<file path="config.mk">
export PLATFORM = sky130hd
export DESIGN_NAME = power_save_mode_controller
export DESIGN_NICKNAME = d
export VERILOG_FILES = /design/src/psm_pkg.sv /design/src/power_save_mode_controller.sv /design/src/psm_hold_reg.sv
export SDC_FILE = /design/constraint.sdc
export NUM_CORES = 1
export LEC_CHECK = 0
export BUFFER_PORTS_ARGS = -buffer_cell sky130_fd_sc_hd__buf_2
export CAP_MARGIN = 20
export CORE_AREA = 2 2 80 82
export DETAILED_ROUTE_END_ITERATION = 10
export DIE_AREA = 0 0 82 84
export PLACE_DENSITY = 0.72
export RECOVER_POWER = 100
export SLEW_MARGIN = 20
export SYNTH_ARGS = -nofsm -noshare
export SYNTH_HDL_FRONTEND = slang
export SYNTH_HIERARCHICAL = 1
export SYNTH_SLANG_ARGS = --single-unit
</file>
<file path="constraint.sdc">
create_clock -name i_clk -period 2 [get_ports i_clk]
set_clock_uncertainty 0.1 [all_clocks]
set_input_delay 0.2 -clock i_clk [delete_from_list [all_inputs] [get_ports i_clk]]
set_output_delay 0.2 -clock i_clk [all_outputs]
set_load 0.05 [all_outputs]
</file>
<file path="src/psm_pkg.sv">
// constants, modes and states of the power save mode controller
// assumes one 100 MHz clock; no register bus, all control bits are ports
package psm_pkg;
    typedef enum logic [2:0] {
        ST_RUN,
        ST_NAP,
        ST_WAIT,
        ST_RETAIN,
        ST_BACKUP,
        ST_CORE_RST
    } psm_state_e;

    localparam logic [31:0] RESET_VECTOR_ADDR = 32'h0000_0000;
    localparam logic [1:0]  RUN_STATE_INIT    = 2'h0;
    localparam logic [1:0]  NAP_DEPTH_CPU     = 2'h0;
    localparam logic [1:0]  NAP_DEPTH_AHB     = 2'h1;
    localparam logic [1:0]  NAP_DEPTH_APB     = 2'h2;
    localparam logic [1:0]  NAP_DEPTH_FAST    = 2'h3;
    localparam logic [3:0]  CLK_DIV_NONE      = 4'h0;
    localparam int          CORE_RST_NS       = 100;
    localparam int          CLK_PERIOD_NS     = 10;
    localparam logic [3:0]  CORE_RST_CYCLES   =
        4'((CORE_RST_NS + CLK_PERIOD_NS - 1) / CLK_PERIOD_NS);
endpackage

</file>
<file path="src/power_save_mode_controller.sv">
`timescale 1ns/1ps
// power save mode controller: start-up state, nap depths, deep modes
// assumes synchronous inputs, wake/reset sources already qualified
module power_save_mode_controller (
    // clock, reset, enable
    input  wire logic        i_clk,
    input  wire logic        i_rst_n,
    input  wire logic        i_ce,
    // supply monitors and reset sources
    input  wire logic        i_analog_supply_power_on_reset,
    input  wire logic        i_reset_source,
    // processor requests
    input  wire logic        i_wfi,
    input  wire logic        i_handler_return_lowest,
    // software mode selection
    input  wire logic [1:0]  i_nap_depth_field,
    input  wire logic        i_deep_nap_select,
    input  wire logic        i_nap_on_handler_return,
    input  wire logic        i_retention_select_bit,
    input  wire logic        i_backup_select_bit,
    input  wire logic [1:0]  i_run_state,
    input  wire logic        i_crystal_low_freq_osc_en,
    input  wire logic        i_rc_low_freq_osc_en,
    input  wire logic        i_fast_src_en,
    // wake inputs
    input  wire logic        i_irq_cpu_clocked,
    input  wire logic        i_irq_ahb_clocked,
    input  wire logic        i_irq_apb_clocked,
    input  wire logic        i_irq_fast_clocked,
    input  wire logic        i_async_wake,
    // peripheral clock masks
    input  wire logic [31:0] i_high_speed_bus_clock_mask,
    input  wire logic [31:0] i_peripheral_bus_clock_mask,
    // clock and power controls
    output logic             o_cpu_clk_en,
    output logic [31:0]      o_ahb_clk_en,
    output logic [31:0]      o_apb_clk_en,
    output logic             o_generic_clock_outputs_en,
    output logic             o_fast_src_en,
    output logic             o_fll_en,
    output logic             o_pll_en,
    output logic             o_system_rc_oscillator_en,
    output logic             o_sys_clk_is_rc,
    output logic [3:0]       o_clk_div,
    output logic             o_crystal_low_freq_osc_run,
    output logic             o_rc_low_freq_osc_run,
    output logic             o_core_power_on,
    output logic             o_logic_retain,
    output logic             o_io_config_hold,
    // resets and status
    output logic             o_chip_reset_n,
    output logic             o_core_reset_n,
    output logic             o_cpu_halt,
    output logic [31:0]      o_boot_addr,
    output logic [1:0]       o_run_state,
    output logic             o_backup_wake_flag,
    output logic [2:0]       o_mode
);
    psm_pkg::psm_state_e state_ff;
    psm_pkg::psm_state_e nxt_state;
    logic [1:0]          run_state_ff;
    logic [3:0]          rst_cnt_ff;
    logic                backup_select_bit_flag_ff;
    logic                por_ff;
    logic [1:0]          cap_depth;
    logic [2:0]          cap_sel;
    logic [1:0]          cap_low_osc;
    logic                sleep_req;
    logic                accept;
    logic                wake;
    logic                nap_wake;
    logic                depth_ahb_off;
    logic                depth_apb_off;
    logic                depth_fast_off;
    logic                deep_gate;
    logic                low_power;

    assign sleep_req = i_wfi
                     | (i_handler_return_lowest & i_nap_on_handler_return);
    assign accept    = (state_ff == psm_pkg::ST_RUN) && sleep_req;

    // mode bits captured once per entry
    psm_hold_reg #(.W(2), .RST(psm_pkg::NAP_DEPTH_CPU)) u_depth (
        .i_clk   (i_clk),
        .i_rst_n (i_rst_n),
        .i_ce    (i_ce),
        .i_load  (accept),
        .i_d     (i_nap_depth_field),
        .o_q     (cap_depth)
    );
    psm_hold_reg #(.W(3), .RST(3'h0)) u_sel (
        .i_clk   (i_clk),
        .i_rst_n (i_rst_n),
        .i_ce    (i_ce),
        .i_load  (accept),
        .i_d     ({i_deep_nap_select, i_retention_select_bit, i_backup_select_bit}),
        .o_q     (cap_sel)
    );
    psm_hold_reg #(.W(2), .RST(2'h0)) u_low_osc (
        .i_clk   (i_clk),
        .i_rst_n (i_rst_n),
        .i_ce    (i_ce),
        .i_load  (accept),
        .i_d     ({i_crystal_low_freq_osc_en, i_rc_low_freq_osc_en}),
        .o_q     (cap_low_osc)
    );

    // only interrupts whose clock still runs at the chosen depth
    always_comb begin
        unique case (cap_depth)
            psm_pkg::NAP_DEPTH_CPU: nap_wake = i_irq_cpu_clocked | i_irq_ahb_clocked
                                             | i_irq_apb_clocked | i_irq_fast_clocked;
            psm_pkg::NAP_DEPTH_AHB: nap_wake = i_irq_apb_clocked | i_irq_fast_clocked;
            psm_pkg::NAP_DEPTH_APB: nap_wake = i_irq_fast_clocked;
            psm_pkg::NAP_DEPTH_FAST: nap_wake = 1'b0;
        endcase
    end
    assign wake = (state_ff == psm_pkg::ST_NAP) ? (nap_wake | i_async_wake) : i_async_wake;

    always_comb begin
        nxt_state = state_ff;
        unique case (state_ff)
            psm_pkg::ST_RUN: begin
                if (sleep_req) begin
                    if (!i_deep_nap_select) begin
                        nxt_state = psm_pkg::ST_NAP;
                    end else if (i_backup_select_bit) begin
                        nxt_state = psm_pkg::ST_BACKUP;
                    end else if (i_retention_select_bit) begin
                        nxt_state = psm_pkg::ST_RETAIN;
                    end else begin
                        nxt_state = psm_pkg::ST_WAIT;
                    end
                end
            end
            psm_pkg::ST_NAP,
            psm_pkg::ST_WAIT,
            psm_pkg::ST_RETAIN: begin
                if (wake) begin
                    nxt_state = psm_pkg::ST_RUN;
                end
            end
            psm_pkg::ST_BACKUP: begin
                if (i_async_wake) begin
                    nxt_state = psm_pkg::ST_CORE_RST;
                end
            end
            psm_pkg::ST_CORE_RST: begin
                if (rst_cnt_ff == psm_pkg::CORE_RST_CYCLES) begin
                    nxt_state = psm_pkg::ST_RUN;
                end
            end
            default: nxt_state = psm_pkg::ST_RUN;
        endcase
    end

    // analog supply monitor never masked by any mode
    always_ff @(posedge i_clk or negedge i_rst_n) begin
        if (!i_rst_n) begin
            por_ff <= 1'b1;
        end else begin
            por_ff <= i_analog_supply_power_on_reset;
        end
    end

    always_ff @(posedge i_clk or negedge i_rst_n) begin
        if (!i_rst_n) begin
            state_ff <= psm_pkg::ST_RUN;
        end else if (por_ff || i_reset_source) begin
            state_ff <= psm_pkg::ST_RUN;
        end else if (i_ce) begin
            state_ff <= nxt_state;
        end
    end

    always_ff @(posedge i_clk or negedge i_rst_n) begin
        if (!i_rst_n) begin
            run_state_ff <= psm_pkg::RUN_STATE_INIT;
        end else if (por_ff || i_reset_source) begin
            run_state_ff <= psm_pkg::RUN_STATE_INIT;
        end else if (i_ce && state_ff == psm_pkg::ST_RUN) begin
            run_state_ff <= i_run_state;
        end
    end

    always_ff @(posedge i_clk or negedge i_rst_n) begin
        if (!i_rst_n) begin
            rst_cnt_ff <= 4'h0;
        end else if (i_ce) begin
            if (state_ff == psm_pkg::ST_CORE_RST) begin
                rst_cnt_ff <= rst_cnt_ff + 4'h1;
            end else begin
                rst_cnt_ff <= 4'h0;
            end
        end
    end

    // reset wins: set is blocked while por_ff or i_reset_source is high, and either clears the flag
    always_ff @(posedge i_clk or negedge i_rst_n) begin
        if (!i_rst_n) begin
            backup_select_bit_flag_ff <= 1'b0;
        end else if (i_ce && state_ff == psm_pkg::ST_BACKUP && i_async_wake
                     && !por_ff && !i_reset_source) begin
            backup_select_bit_flag_ff <= 1'b1;
        end else if (por_ff || i_reset_source) begin
            backup_select_bit_flag_ff <= 1'b0;
        end
    end

    assign low_power      = (state_ff != psm_pkg::ST_RUN);
    assign deep_gate      = (state_ff == psm_pkg::ST_WAIT) || (state_ff == psm_pkg::ST_RETAIN)
                          || (state_ff == psm_pkg::ST_BACKUP)
                          || (state_ff == psm_pkg::ST_CORE_RST);
    assign depth_ahb_off  = (state_ff == psm_pkg::ST_NAP) && (cap_depth >= psm_pkg::NAP_DEPTH_AHB);
    assign depth_apb_off  = (state_ff == psm_pkg::ST_NAP) && (cap_depth >= psm_pkg::NAP_DEPTH_APB);
    assign depth_fast_off = (state_ff == psm_pkg::ST_NAP) && (cap_depth == psm_pkg::NAP_DEPTH_FAST);

    assign o_cpu_clk_en  = !low_power;
    assign o_cpu_halt    = low_power;
    assign o_ahb_clk_en  = (depth_ahb_off || deep_gate) ? 32'h0
                         : i_high_speed_bus_clock_mask;
    assign o_apb_clk_en  = (depth_apb_off || deep_gate) ? 32'h0
                         : i_peripheral_bus_clock_mask;
    assign o_generic_clock_outputs_en = !(depth_apb_off || deep_gate);
    assign o_fast_src_en = i_fast_src_en && !depth_fast_off && !deep_gate;
    assign o_fll_en      = o_fast_src_en && (run_state_ff != psm_pkg::RUN_STATE_INIT);
    assign o_pll_en      = o_fll_en;
    assign o_system_rc_oscillator_en = !deep_gate;
    assign o_sys_clk_is_rc = (run_state_ff == psm_pkg::RUN_STATE_INIT);
    assign o_clk_div     = psm_pkg::CLK_DIV_NONE;
    assign o_crystal_low_freq_osc_run = low_power ? cap_low_osc[1]
                                      : i_crystal_low_freq_osc_en;
    assign o_rc_low_freq_osc_run      = low_power ? cap_low_osc[0]
                                      : i_rc_low_freq_osc_en;
    assign o_core_power_on  = (state_ff != psm_pkg::ST_BACKUP);
    assign o_logic_retain   = (state_ff == psm_pkg::ST_RETAIN);
    assign o_io_config_hold = low_power;
    assign o_chip_reset_n   = !por_ff;
    assign o_core_reset_n   = !por_ff && (state_ff != psm_pkg::ST_CORE_RST)
                            && (state_ff != psm_pkg::ST_BACKUP);
    assign o_boot_addr      = psm_pkg::RESET_VECTOR_ADDR;
    assign o_run_state      = run_state_ff;
    assign o_backup_wake_flag = backup_select_bit_flag_ff;
    assign o_mode           = 3'(state_ff);
endmodule

</file>
<file path="src/psm_hold_reg.sv">
`timescale 1ns/1ps
// one held register with load enable, used for captured mode bits
// assumes clock enable freezes it like the rest of the block
module psm_hold_reg #(
    parameter int          W   = 1,
    parameter logic [W-1:0] RST = '0
) (
    input  wire logic         i_clk,
    input  wire logic         i_rst_n,
    input  wire logic         i_ce,
    input  wire logic         i_load,
    input  wire logic [W-1:0] i_d,
    output logic      [W-1:0] o_q
);
    always_ff @(posedge i_clk or negedge i_rst_n) begin
        if (!i_rst_n) begin
            o_q <= RST;
        end else if (i_ce && i_load) begin
            o_q <= i_d;
        end
    end
endmodule

</file>
==> flow_summary.yaml, run 1 <==
setup_path:
  cp-end-kind: "output port"
  reg2reg_setup_slack_ps: 150
  crit_family: "buffers and inverters"
  reg2reg_to: "o_mode[2]$_DFFE_PN0P_"
  cp_max_fo: 16
  path_cells: "and2_1, a21oi_4, bufbuf_16, nor2b_2, clkbuf_4"
  criticalPathCategory: "register to output port"
  required_ps: 1700
  arrival_ps: 1680
  slowest_stage: "dfrtp_2"
  reg2reg_from: "o_mode[2]$_DFFE_PN0P_"
  cp-start-kind: "register"
  cpPeakStageDelay_ps: 440
  path_buf_inv: 2
  reg2regPathDepth: 6
status:
  status: "complete, no violations"
cells_and_area:
  final_cell_area_um2: 2875
  fill_cells: 601
  drive_gt1_share_pct: 64.21
  antennaDiodeCount: 0
  areaGrowthSynthToFinish_pct: 64.61
  final_core_util_pct: 47.17
  fin_nets: 484
sta:
  drv_slew: 0
  relSlewSlack_pct: 44.40
  tns_ps: 0
  max_freq_mhz: 505.1
  period_needed_ps: 1980
  setup_viol: 0
  grt_setup_unrepaired: "true"
  tightest_slew_ps: 834.1
  finalCritPeriodShare_pct: 98.99
  finalHoldViolCount: 0
  holdWs_ps: 79.28
routing:
  drtPass1Iterations: 4
  route.detailed.drc: 0
  drt_iter0_markers: 20
  ant_nets: 0
  via_per_inst: 4.100
  wl_um: 5429
  vias: 1931
  detail_route.wl_per_cell_um: 11.53
floorplan:
  rows: 29
  ioPinCount: 208
  fp.dieW_um: 82
  core_um2: 6096
  start_util_pct: 28.65
  die_area_um2: 6888
  die_h_um: 84
placement:
  io_buffer_count: 171
  place.gp.congestion: 0.7735
  hpwl_um: 4384
  dpl_cell_area_um2: 2624
clock_network:
  cts_made_buffers: 3
  cts_tree: "yes"
  max-clock-path-buffers: 2
  clock_latency_ps: 250
  cts-root-buf: "clkbuf_8"
  clk_pin_slew_worst_paths_ps: 60
  h-tree-depth: 1
  cts_sinks: 15
pwr:
  p_leak_nw: 1.566
  power_frac_clock_pct: 14.7
  p_int_mw: 0.7655
  switching_share_pct: 54.53
  power_density_nw_per_um2: 585.6
  net-switching-power_mw: 0.9181
  p_seq_share_pct: 20.7
  comb_power_share_pct: 64.5
  ir_worst_vdd_mv: 0.4485
global_routing:
  grt_usage_pct: 14.09
  grt-ovfl-total: 0
  grt_pass1_wl_um: 7817
  grt_max_degree: 33
  grt_pass1_vias: 1692
  grt_antenna_before_repair: 0
synth:
  yosysSeqAreaShare_pct: 21.56
  ys_ff_latch: 15
  async_flop_share_pct: 100.0
  synth_edf_count: 0
  synthCells: 217
  synth_cell_type_count: 45
  syn_area_per_cell_um2: 8.049
  yosysWarnings: 6
  ys.flop_type: "dfrtp_1"
  synth_area_um2: 1747
worst_hold_path:
  hp-start: "i_nap_depth_field[0]"
  whs_path_depth: 2
  hold_end: "u_depth/o_q[0]$_DFFE_PN0P_"
  hold_path_class: "input port to register"
flow_run:
  maxCapViolCount: 0
synth_stat cells, types with 2 or more instances:
| cell | instances | area (um^2) |
|---|---|---|
| buf_6 | 4 | 45.04 |
| buf_2 | 3 | 15.01 |
| inv_1 | 6 | 22.52 |
| nor2_1 | 9 | 33.78 |
| a21oi_1 | 5 | 25.02 |
| o21ai_0 | 3 | 15.01 |
| clkbuf_1 | 4 | 15.01 |
| and3b_1 | 2 | 17.52 |
| ha_1 | 2 | 25.02 |
| dfrtp_1 | 14 | 350.3 |
| nor2b_1 | 62 | 387.9 |
| buf_4 | 38 | 285.3 |
| o211ai_2 | 2 | 25.02 |
| nand3_1 | 4 | 20.02 |
| nand2_1 | 18 | 67.56 |
| mux2_2 | 5 | 56.30 |
| and2b_1 | 4 | 30.03 |
| mux2i_1 | 2 | 20.02 |
| or2_2 | 3 | 18.77 |
| o21a_1 | 2 | 15.01 |
cell families after synthesis:
group           synth area share, %
simple gates                  37.82
buf+inv                       22.42
compound gates                11.68
flops                         21.56
mux                           4.369
fa+ha+maj                     1.432
other cells                  0.2147
xor+xnor                     0.5015
routing by layer:
metal	part of all wire, %	global-route usage (%)
met2	52	25.79
met5	0	0
met4	0.66	2.727
met3	9.0	2.056
met1	38	17.08
state kept, by name, indices dropped and copies added, names as in the netlist:
signal and count:
rst_cnt_ff 4, o_mode 3, por_ff 1, o_backup_wake_flag 1, u_low_osc/o_q 2, o_run_state 2, u_depth/o_q 2
placed cells by master, fill, tap and decap left out, types with 5 or more instances in the layout:
cell,synthesis,routed
nor2b_1,62,27
nor2_1,9,8
nand2_1,18,16
buf_4,38,10
buf_2,3,146
nor2b_2,0,34
inv_1,6,6
dfrtp_1,14,11
mux2_2,5,5
conb_1,1,36
clkbuf_4,0,19
power groups by stage:
stage / registers [mW] / logic (mW) / clock network (mW)
after floorplan: 0.354 / 0.871 / 0
after global placement: 0.352 / 1.02 / 0
after detailed placement: 0.354 / 1.03 / 0
after CTS: 0.348 / 1.06 / 0.253
after global routing: 0.352 / 1.14 / 0.273
final: 0.349 / 1.09 / 0.248
stage by stage:
| step | cells | total power, mW | setup slack (ps) |
|---|---|---|---|
| final | 471 | 1.684 | 20.29 |
| after detailed placement | 454 | 1.384 | 131.2 |
| after CTS | 466 | 1.658 | 3.216 |
| after global routing | 471 | 1.766 | -37.25 |
| after global placement | 454 | 1.376 | 204.6 |
| after floorplan | 252 | 1.225 | -171.5 |
how the worst max path moves through the flow:
stage | startpoint | end | slack (ps) | cells after the start
floorplan | o_mode[1]$_DFFE_PN0P_ | o_pll_en | -170 | 5
global route | o_mode[2]$_DFFE_PN0P_ | o_apb_clk_en[2] | -40 | 5
CTS | o_mode[2]$_DFFE_PN0P_ | o_apb_clk_en[23] | 3 | 5
detailed placement | o_mode[1]$_DFFE_PN0P_ | o_ahb_clk_en[20] | 130 | 5
finish | o_mode[2]$_DFFE_PN0P_ | o_apb_clk_en[2] | 20 | 5
global placement | o_mode[1]$_DFFE_PN0P_ | o_apb_clk_en[9] | 200 | 5
layout make-up:
cell class / count / area [um^2] / area share, %
repair buffers: 187 / 1094 / 38.03
clock buffers: 3 / 41.29 / 1.436
inverters: 7 / 31.28 / 1.088
flip-flops and latches: 15 / 380.4 / 13.23
well taps: 77 / 96.34 / 3.351
clock inverters: 1 / 5.005 / 0.1741
multi-input cells: 181 / 1227 / 42.69
what timing repair did:
item | CTS | global route
hold endpoints to repair | 15 | 0
setup buffers | 5 | 5
hold buffers | 2 | 0
gates cloned | 1 | 0
setup endpoints to repair | 46 | 61
gates resized for setup | 4 | 26
pin swaps | 0 | 1
Power figures use the tool's default switching activity.
==> run 2, diff against run 1 <==
- CORE_AREA: 2 2 80 82 -> unset
- CORE_ASPECT_RATIO: unset -> 0.5
- CORE_MARGIN: unset -> 2
- CORE_UTILIZATION: unset -> 34
- DIE_AREA: 0 0 82 84 -> unset
- PLACE_DENSITY: 0.72 -> 0.83
- RECOVER_POWER: 100 -> unset
- clock period: 2 -> 1.9 ns (I/O delays scaled with it)
==> run 2 against run 1 <==
Net effect:
- the run now ends with setup timing left
- largest power group unchanged
- sequential cell count unchanged
- first-iteration DRC count grew to 3.3 times the previous value
- non-clock buffer count is 10 higher
- worst setup slack worse by 98 ps
- wire length increased by 21%
- clock power rose by 7%
- critical endpoint is now o_ahb_clk_en[6]
- utilization rose by 24 points
- design area up 22%
- count of clock-buffer cells in the layout increased by 1
==> flow_summary.yaml, run 2 (synthesized netlist as in run 1, its figures left out) <==
status:
  status: "complete, but fails checks"
  violations: "setup timing"
pwr:
  p_seq_share_pct: 17.9
  p_leak_nw: 1.933
  ir_worst_vdd_mv: 0.4179
  switching_share_pct: 51.68
  p_int_mw: 0.9786
  power_density_nw_per_um2: 575.2
  power_frac_clock_pct: 13.1
  net-switching-power_mw: 1.047
  total_power_mw: 2.025
  comb_power_share_pct: 69.0
routing:
  ant_nets: 0
  wl_um: 6560
  route.detailed.drc: 0
  drt_iter0_markers: 65
  detail_route.wl_per_cell_um: 13.84
  vias: 2068
  via_per_inst: 4.363
  drtPass1Iterations: 4
cells_and_area:
  final_cell_area_um2: 3521
  drive_gt1_share_pct: 71.53
  layout_commonest_cell: "buf_2"
  final_cell_mix: "buf_2, nor2b_4, conb_1, buf_6, buf_4"
  fin_nets: 494
  multi_input_area_um2: 1528
  finalNonFillerCells: 474
  antennaDiodeCount: 0
  fill_cells: 359
  largest-register: "rst_cnt_ff"
  seqCellArea_um2: 380.4
  final_core_util_pct: 71.39
  areaGrowthSynthToFinish_pct: 101.6
  largest_reg_flops: 4
placement:
  io_buffer_count: 171
  hpwl_um: 4538
  dpl_cell_area_um2: 2835
  dp.cells: 453
  place.gp.congestion: 0.7961
setup_path:
  cpPeakStageDelay_ps: 420
  crit_family: "buffers and inverters"
  cp-start-kind: "register"
  path_buf_inv: 4
  cp_max_fo: 12
  reg2regPathDepth: 6
  slowest_stage: "dfrtp_2"
  required_ps: 1610
  worst-path-stages: 7
  arrival_ps: 1690
  path_cells: "and2_4, buf_6, a21oi_4, buf_12, buf_12, nor2b_1, buf_6"
  endpoint: "o_ahb_clk_en[6]"
  reg2reg_from: "o_mode[2]$_DFFE_PN0P_"
  reg2reg_to: "u_depth/o_q[1]$_DFFE_PN0P_"
  crit_start: "o_mode[2]$_DFFE_PN0P_"
  reg2reg_setup_slack_ps: -40
  criticalPathCategory: "register to output port"
  cp-end-kind: "output port"
clock_network:
  h-tree-depth: 1
  cts_tree: "yes"
  cts_sinks: 15
  clk_pin_slew_worst_paths_ps: 60
  clock_latency_ps: 250
  max-clock-path-buffers: 2
  cts-root-buf: "clkbuf_8"
  cts_made_buffers: 3
sta:
  max_freq_mhz: 505.8
  finalHoldViolCount: 0
  finalCritPeriodShare_pct: 104.1
  setup_viol: 31
  layout_setup_ws_ps: -77.22
  grt_setup_unrepaired: "true"
  drv_slew: 0
  period_needed_ps: 1977
floorplan:
  core_um2: 4932
  fp.dieW_um: 105.4
  die_area_um2: 5761
  start_util_pct: 35.41
  die_h_um: 54.68
  rows: 18
  ioPinCount: 208
global_routing:
  grt_pass1_vias: 1773
  grt-ovfl-total: 0
  grt_usage_pct: 17.71
  grt_antenna_before_repair: 0
  grt_pass1_wl_um: 8017
  grt_max_degree: 22
worst_hold_path:
  hold_path_class: "input port to register"
flow_run:
  maxCapViolCount: 0
[run 2: cell types whose count changed in the layout (fill, tap and decap cells not counted), moves of 3 or more]
cell      before  now
nor2b_2       34   10
nor2b_4        1   42
buf_2        146  122
and2b_4        0    4
clkbuf_4      19    1
and2b_2        4    0
buf_8          1   10
buf_4         10   23
clkbuf_1       4    1
nor2b_1       27   10
buf_6          2   34
[run 2: layer usage]
metal,GRT usage (%),vias up,wire length (um)
met5,0,-,0
met4,4.889,0,51
met3,4.524,6,378
met2,34.84,78,3792
met1,19.79,983,2338
li1,-,1001,-
[run 2: power by group through the flow]
stage / registers [mW] / clock network [mW] / logic, mW
floorplan: 0.373 / 0 / 0.977
global placement: 0.361 / 0 / 1.16
detailed placement: 0.363 / 0 / 1.17
CTS: 0.358 / 0.271 / 1.30
global route: 0.365 / 0.293 / 1.45
finish: 0.362 / 0.265 / 1.40
[run 2: worst min path at each step]
| stage | startpoint | to | slack, ps | cells past startpoint |
|---|---|---|---|---|
| floorplan | i_rst_n | o_backup_wake_flag$_DFFE_PN0P_ | -210 | 0 |
| global placement | i_rst_n | u_low_osc/o_q[0]$_DFFE_PN0P_ | 7 | 1 |
| detailed placement | i_rst_n | u_low_osc/o_q[0]$_DFFE_PN0P_ | 10 | 1 |
| CTS | i_nap_depth_field[1] | u_depth/o_q[1]$_DFFE_PN0P_ | 70 | 2 |
| global route | i_nap_depth_field[0] | u_depth/o_q[0]$_DFFE_PN0P_ | 60 | 2 |
| finish | i_nap_depth_field[0] | u_depth/o_q[0]$_DFFE_PN0P_ | 70 | 2 |
[run 2: layout make-up]
cell class | count | area share (%)
timing repair buffer | 197 | 41.15
clock buffer | 4 | 1.279
multi-input combinational | 181 | 43.39
sequential | 15 | 10.80
tap | 70 | 2.488
inverter | 7 | 0.8884
[run 2: per-stage QoR]
stage	worst slack (ps)	TNS, ps	hold slack [ps]
floorplan	-261.5	-6298	-205.6
global placement	-33.72	-821.8	6.851
detailed placement	-54.25	-1205	12.57
CTS	-55.82	-170.0	70.55
global route	-117.7	-4226	59.94
finish	-77.22	-602.7	70.57
[run 2: repair_timing]
action                                  CTS  global route
resized for setup                        88            55
hold buffers                              2             0
endpoints found under the hold margin    15             0
pin swaps                                 1             4
endpoints found under the setup margin   70            73
cloned                                    0             1
buffers inserted                          9             5
[run 2: worst register-to-register path: stages (launching register included)]
cell and delay (ps):
dfrtp_2 440, buf_4 190, or3_4 380, buf_4 190, nor2_4 120, nand2_1 110
mux2_2 300
==> run 3, diff against run 2 <==
- ABC_AREA: unset -> 1
- CORE_UTILIZATION: 34 -> 35
- PLACE_DENSITY: 0.83 -> 0.82
==> run 3 against run 2 <==
Net effect:
- count of clock-buffer cells in the layout unchanged
- area after synthesis increased by 8.0%
- hold slack improved by 7.3 ps
- global-route usage increased by 3.2 points
- combinational power increased by 4%
- sequential cell count unchanged
- register-to-register slack improved by 260 ps
- worst setup slack got worse by 93 ps
- die area increased by 4.7%
- wire length decreased by 0.85%
- the flow still finishes with violations (setup timing)
==> flow_summary.yaml, run 3 <==
synth:
  async_flop_share_pct: 100.0
  synth_top_area_cell: "dfrtp_1"
  yosys.area.top_type_share_pct: 18.57
  synthTopCellsByCount: "inv_1, nor2_1, buf_4"
  synth.area.top_cells: "dfrtp_1, inv_1, buf_4"
  yosysWarnings: 6
  syn_area_per_cell_um2: 6.166
  synth_area_um2: 1887
  synth_edf_count: 0
  ys_ff_latch: 15
  yosysSeqAreaShare_pct: 19.96
  yosysMostFrequentCell: "inv_1"
  synthCells: 306
  ys.flop_type: "dfrtp_1"
  synth_cell_type_count: 26
floorplan:
  ioPinCount: 208
  start_util_pct: 37.23
  die_h_um: 55.92
  fp.dieW_um: 107.8
  rows: 18
  core_um2: 5067
  die_area_um2: 6030
cells_and_area:
  areaGrowthSynthToFinish_pct: 96.82
  largest-register: "rst_cnt_ff"
  antennaDiodeCount: 0
  layout_commonest_cell: "buf_2"
  largest_reg_flops: 4
  drive_gt1_share_pct: 57.80
  finalNonFillerCells: 570
  final_cell_mix: "buf_2, inv_1, nor2_4, buf_4, conb_1"
  fin_nets: 590
sta:
  drv_slew: 0
  tns_ps: -8901
  grt_setup_unrepaired: "true"
  period_needed_ps: 2070
  layout_setup_ws_ps: -170.2
  setup_viol: 66
  finalCritPeriodShare_pct: 109.0
  finalHoldViolCount: 0
  holdWs_ps: 77.87
  max_freq_mhz: 483.1
setup_path:
  cp-end-kind: "output port"
  arrival_ps: 1780
  cp_max_fo: 15
  cp-start-kind: "register"
  required_ps: 1610
  criticalPathCategory: "register to output port"
global_routing:
  grt_usage_pct: 20.88
  grt_pass1_vias: 2309
  grt_pass1_wl_um: 10400
  grt_antenna_before_repair: 0
  grt-ovfl-total: 0
  grt_max_degree: 16
placement:
  post-place-ws_ps: -16.59
  dp.cells: 554
  io_buffer_count: 171
  hpwl_um: 5001
  place.gp.congestion: 0.7929
routing:
  route.detailed.drc: 0
  vias: 2397
  ant_nets: 0
  drt_iter0_markers: 80
  drtPass1Iterations: 6
  via_per_inst: 4.205
  detail_route.wl_per_cell_um: 11.41
  wl_um: 6504
clock_network:
  cts_tree: "yes"
  h-tree-depth: 1
  clk_pin_slew_worst_paths_ps: 60
  cts_made_buffers: 3
  clock_latency_ps: 240
  cts_sinks: 15
  cts-root-buf: "clkbuf_8"
  max-clock-path-buffers: 2
pwr:
  power_density_nw_per_um2: 555.8
  ir_worst_vdd_mv: 0.4542
  p_leak_nw: 2.123
  total_power_mw: 2.064
flow_run:
  maxCapViolCount: 0
worst_hold_path:
  hold_path_class: "input port to register"
status:
  violations: "setup timing"
  status: "complete, but fails checks"
[run 3: changes by cell type after synthesis, sizes merged, moves of 4 or more]
cell,before,now
clkbuf,4,0
nor2b,62,0
nor2,9,81
and2b,4,0
mux2,5,0
nand2,18,42
nand3,4,15
inv,6,85
[run 3: critical path: stages (launching register included)]
cell,delay [ps]
dfrtp_4,540
nor2_4,170
nand2_4,90
nor2_4,100
nor2_4,60
inv_2,130
buf_12,230
nor2_4,40
buf_4,180
[run 3: where the power goes]
| part | switching, mW | internal [mW] |
|---|---|---|
| sequential | 0.0156 | 0.340 |
| combinational | 0.991 | 0.457 |
| clock | 0.112 | 0.148 |
| total | 1.12 | 0.945 |
[run 3: worst paths after layout]
| kind | from | to | slack, ps | cells after the start |
|---|---|---|---|---|
| setup / recovery | o_mode[1]$_DFFE_PN0P_ | o_apb_clk_en[11] | -170 | 8 |
| hold / removal | i_run_state[1] | o_run_state[1]$_DFFE_PN0P_ | 80 | 3 |
| setup reg to reg | o_mode[1]$_DFFE_PN0P_ | o_mode[1]$_DFFE_PN0P_ | 220 | 9 |
| hold reg to reg | u_low_osc/o_q[0]$_DFFE_PN0P_ | u_low_osc/o_q[0]$_DFFE_PN0P_ | 380 | 2 |
| max in group asynchronous | i_rst_n | por_ff$_DFF_PN1_ | 1130 | 2 |
| min in group asynchronous | i_rst_n | o_backup_wake_flag$_DFFE_PN0P_ | 270 | 2 |
[run 3: cells by family after synthesis]
kind of cell	synth area share, %
AOI/OAI and AO/OA	4.245
xor gates and xnor gates	0.4643
adders and majority gates	1.326
buffers and inverters	36.21
DFF	19.96
muxes	0.5305
other	0.1987
and+or+nand+nor	37.07
[run 3: area by class of cell]
class	count	area, um^2
Sequential cell	15	382.9
Multi-Input combinational cell	196	1419
Tap cell	70	87.58
Timing Repair Buffer	200	1451
Clock buffer	4	45.04
Fill cell	388	1354
Inverter	85	327.8
[run 3: per-stage QoR]
stage	cell area (um^2)	util (%)
final	3714	73.28
after global routing	3714	73.28
after CTS	3626	71.56
after detailed placement	3204	63.23
after global placement	3204	63.23
after floorplan	2464	-
[run 3: routing by layer]
metal / GRT usage, % / share of wire (%)
met5: 0 / 0
met4: 4.396 / 0.78
met3: 1.288 / 4.9
met2: 43.58 / 60
met1: 22.86 / 35
[run 3: timing repair]
item                                    4_1_cts  5_1_grt
buffers inserted                              6        4
resized for setup                            92       16
gates cloned                                  1        1
pin swaps                                     5        3
endpoints found under the hold margin        15        0
endpoints found under the setup margin       70       70
hold buffers                                  2        0
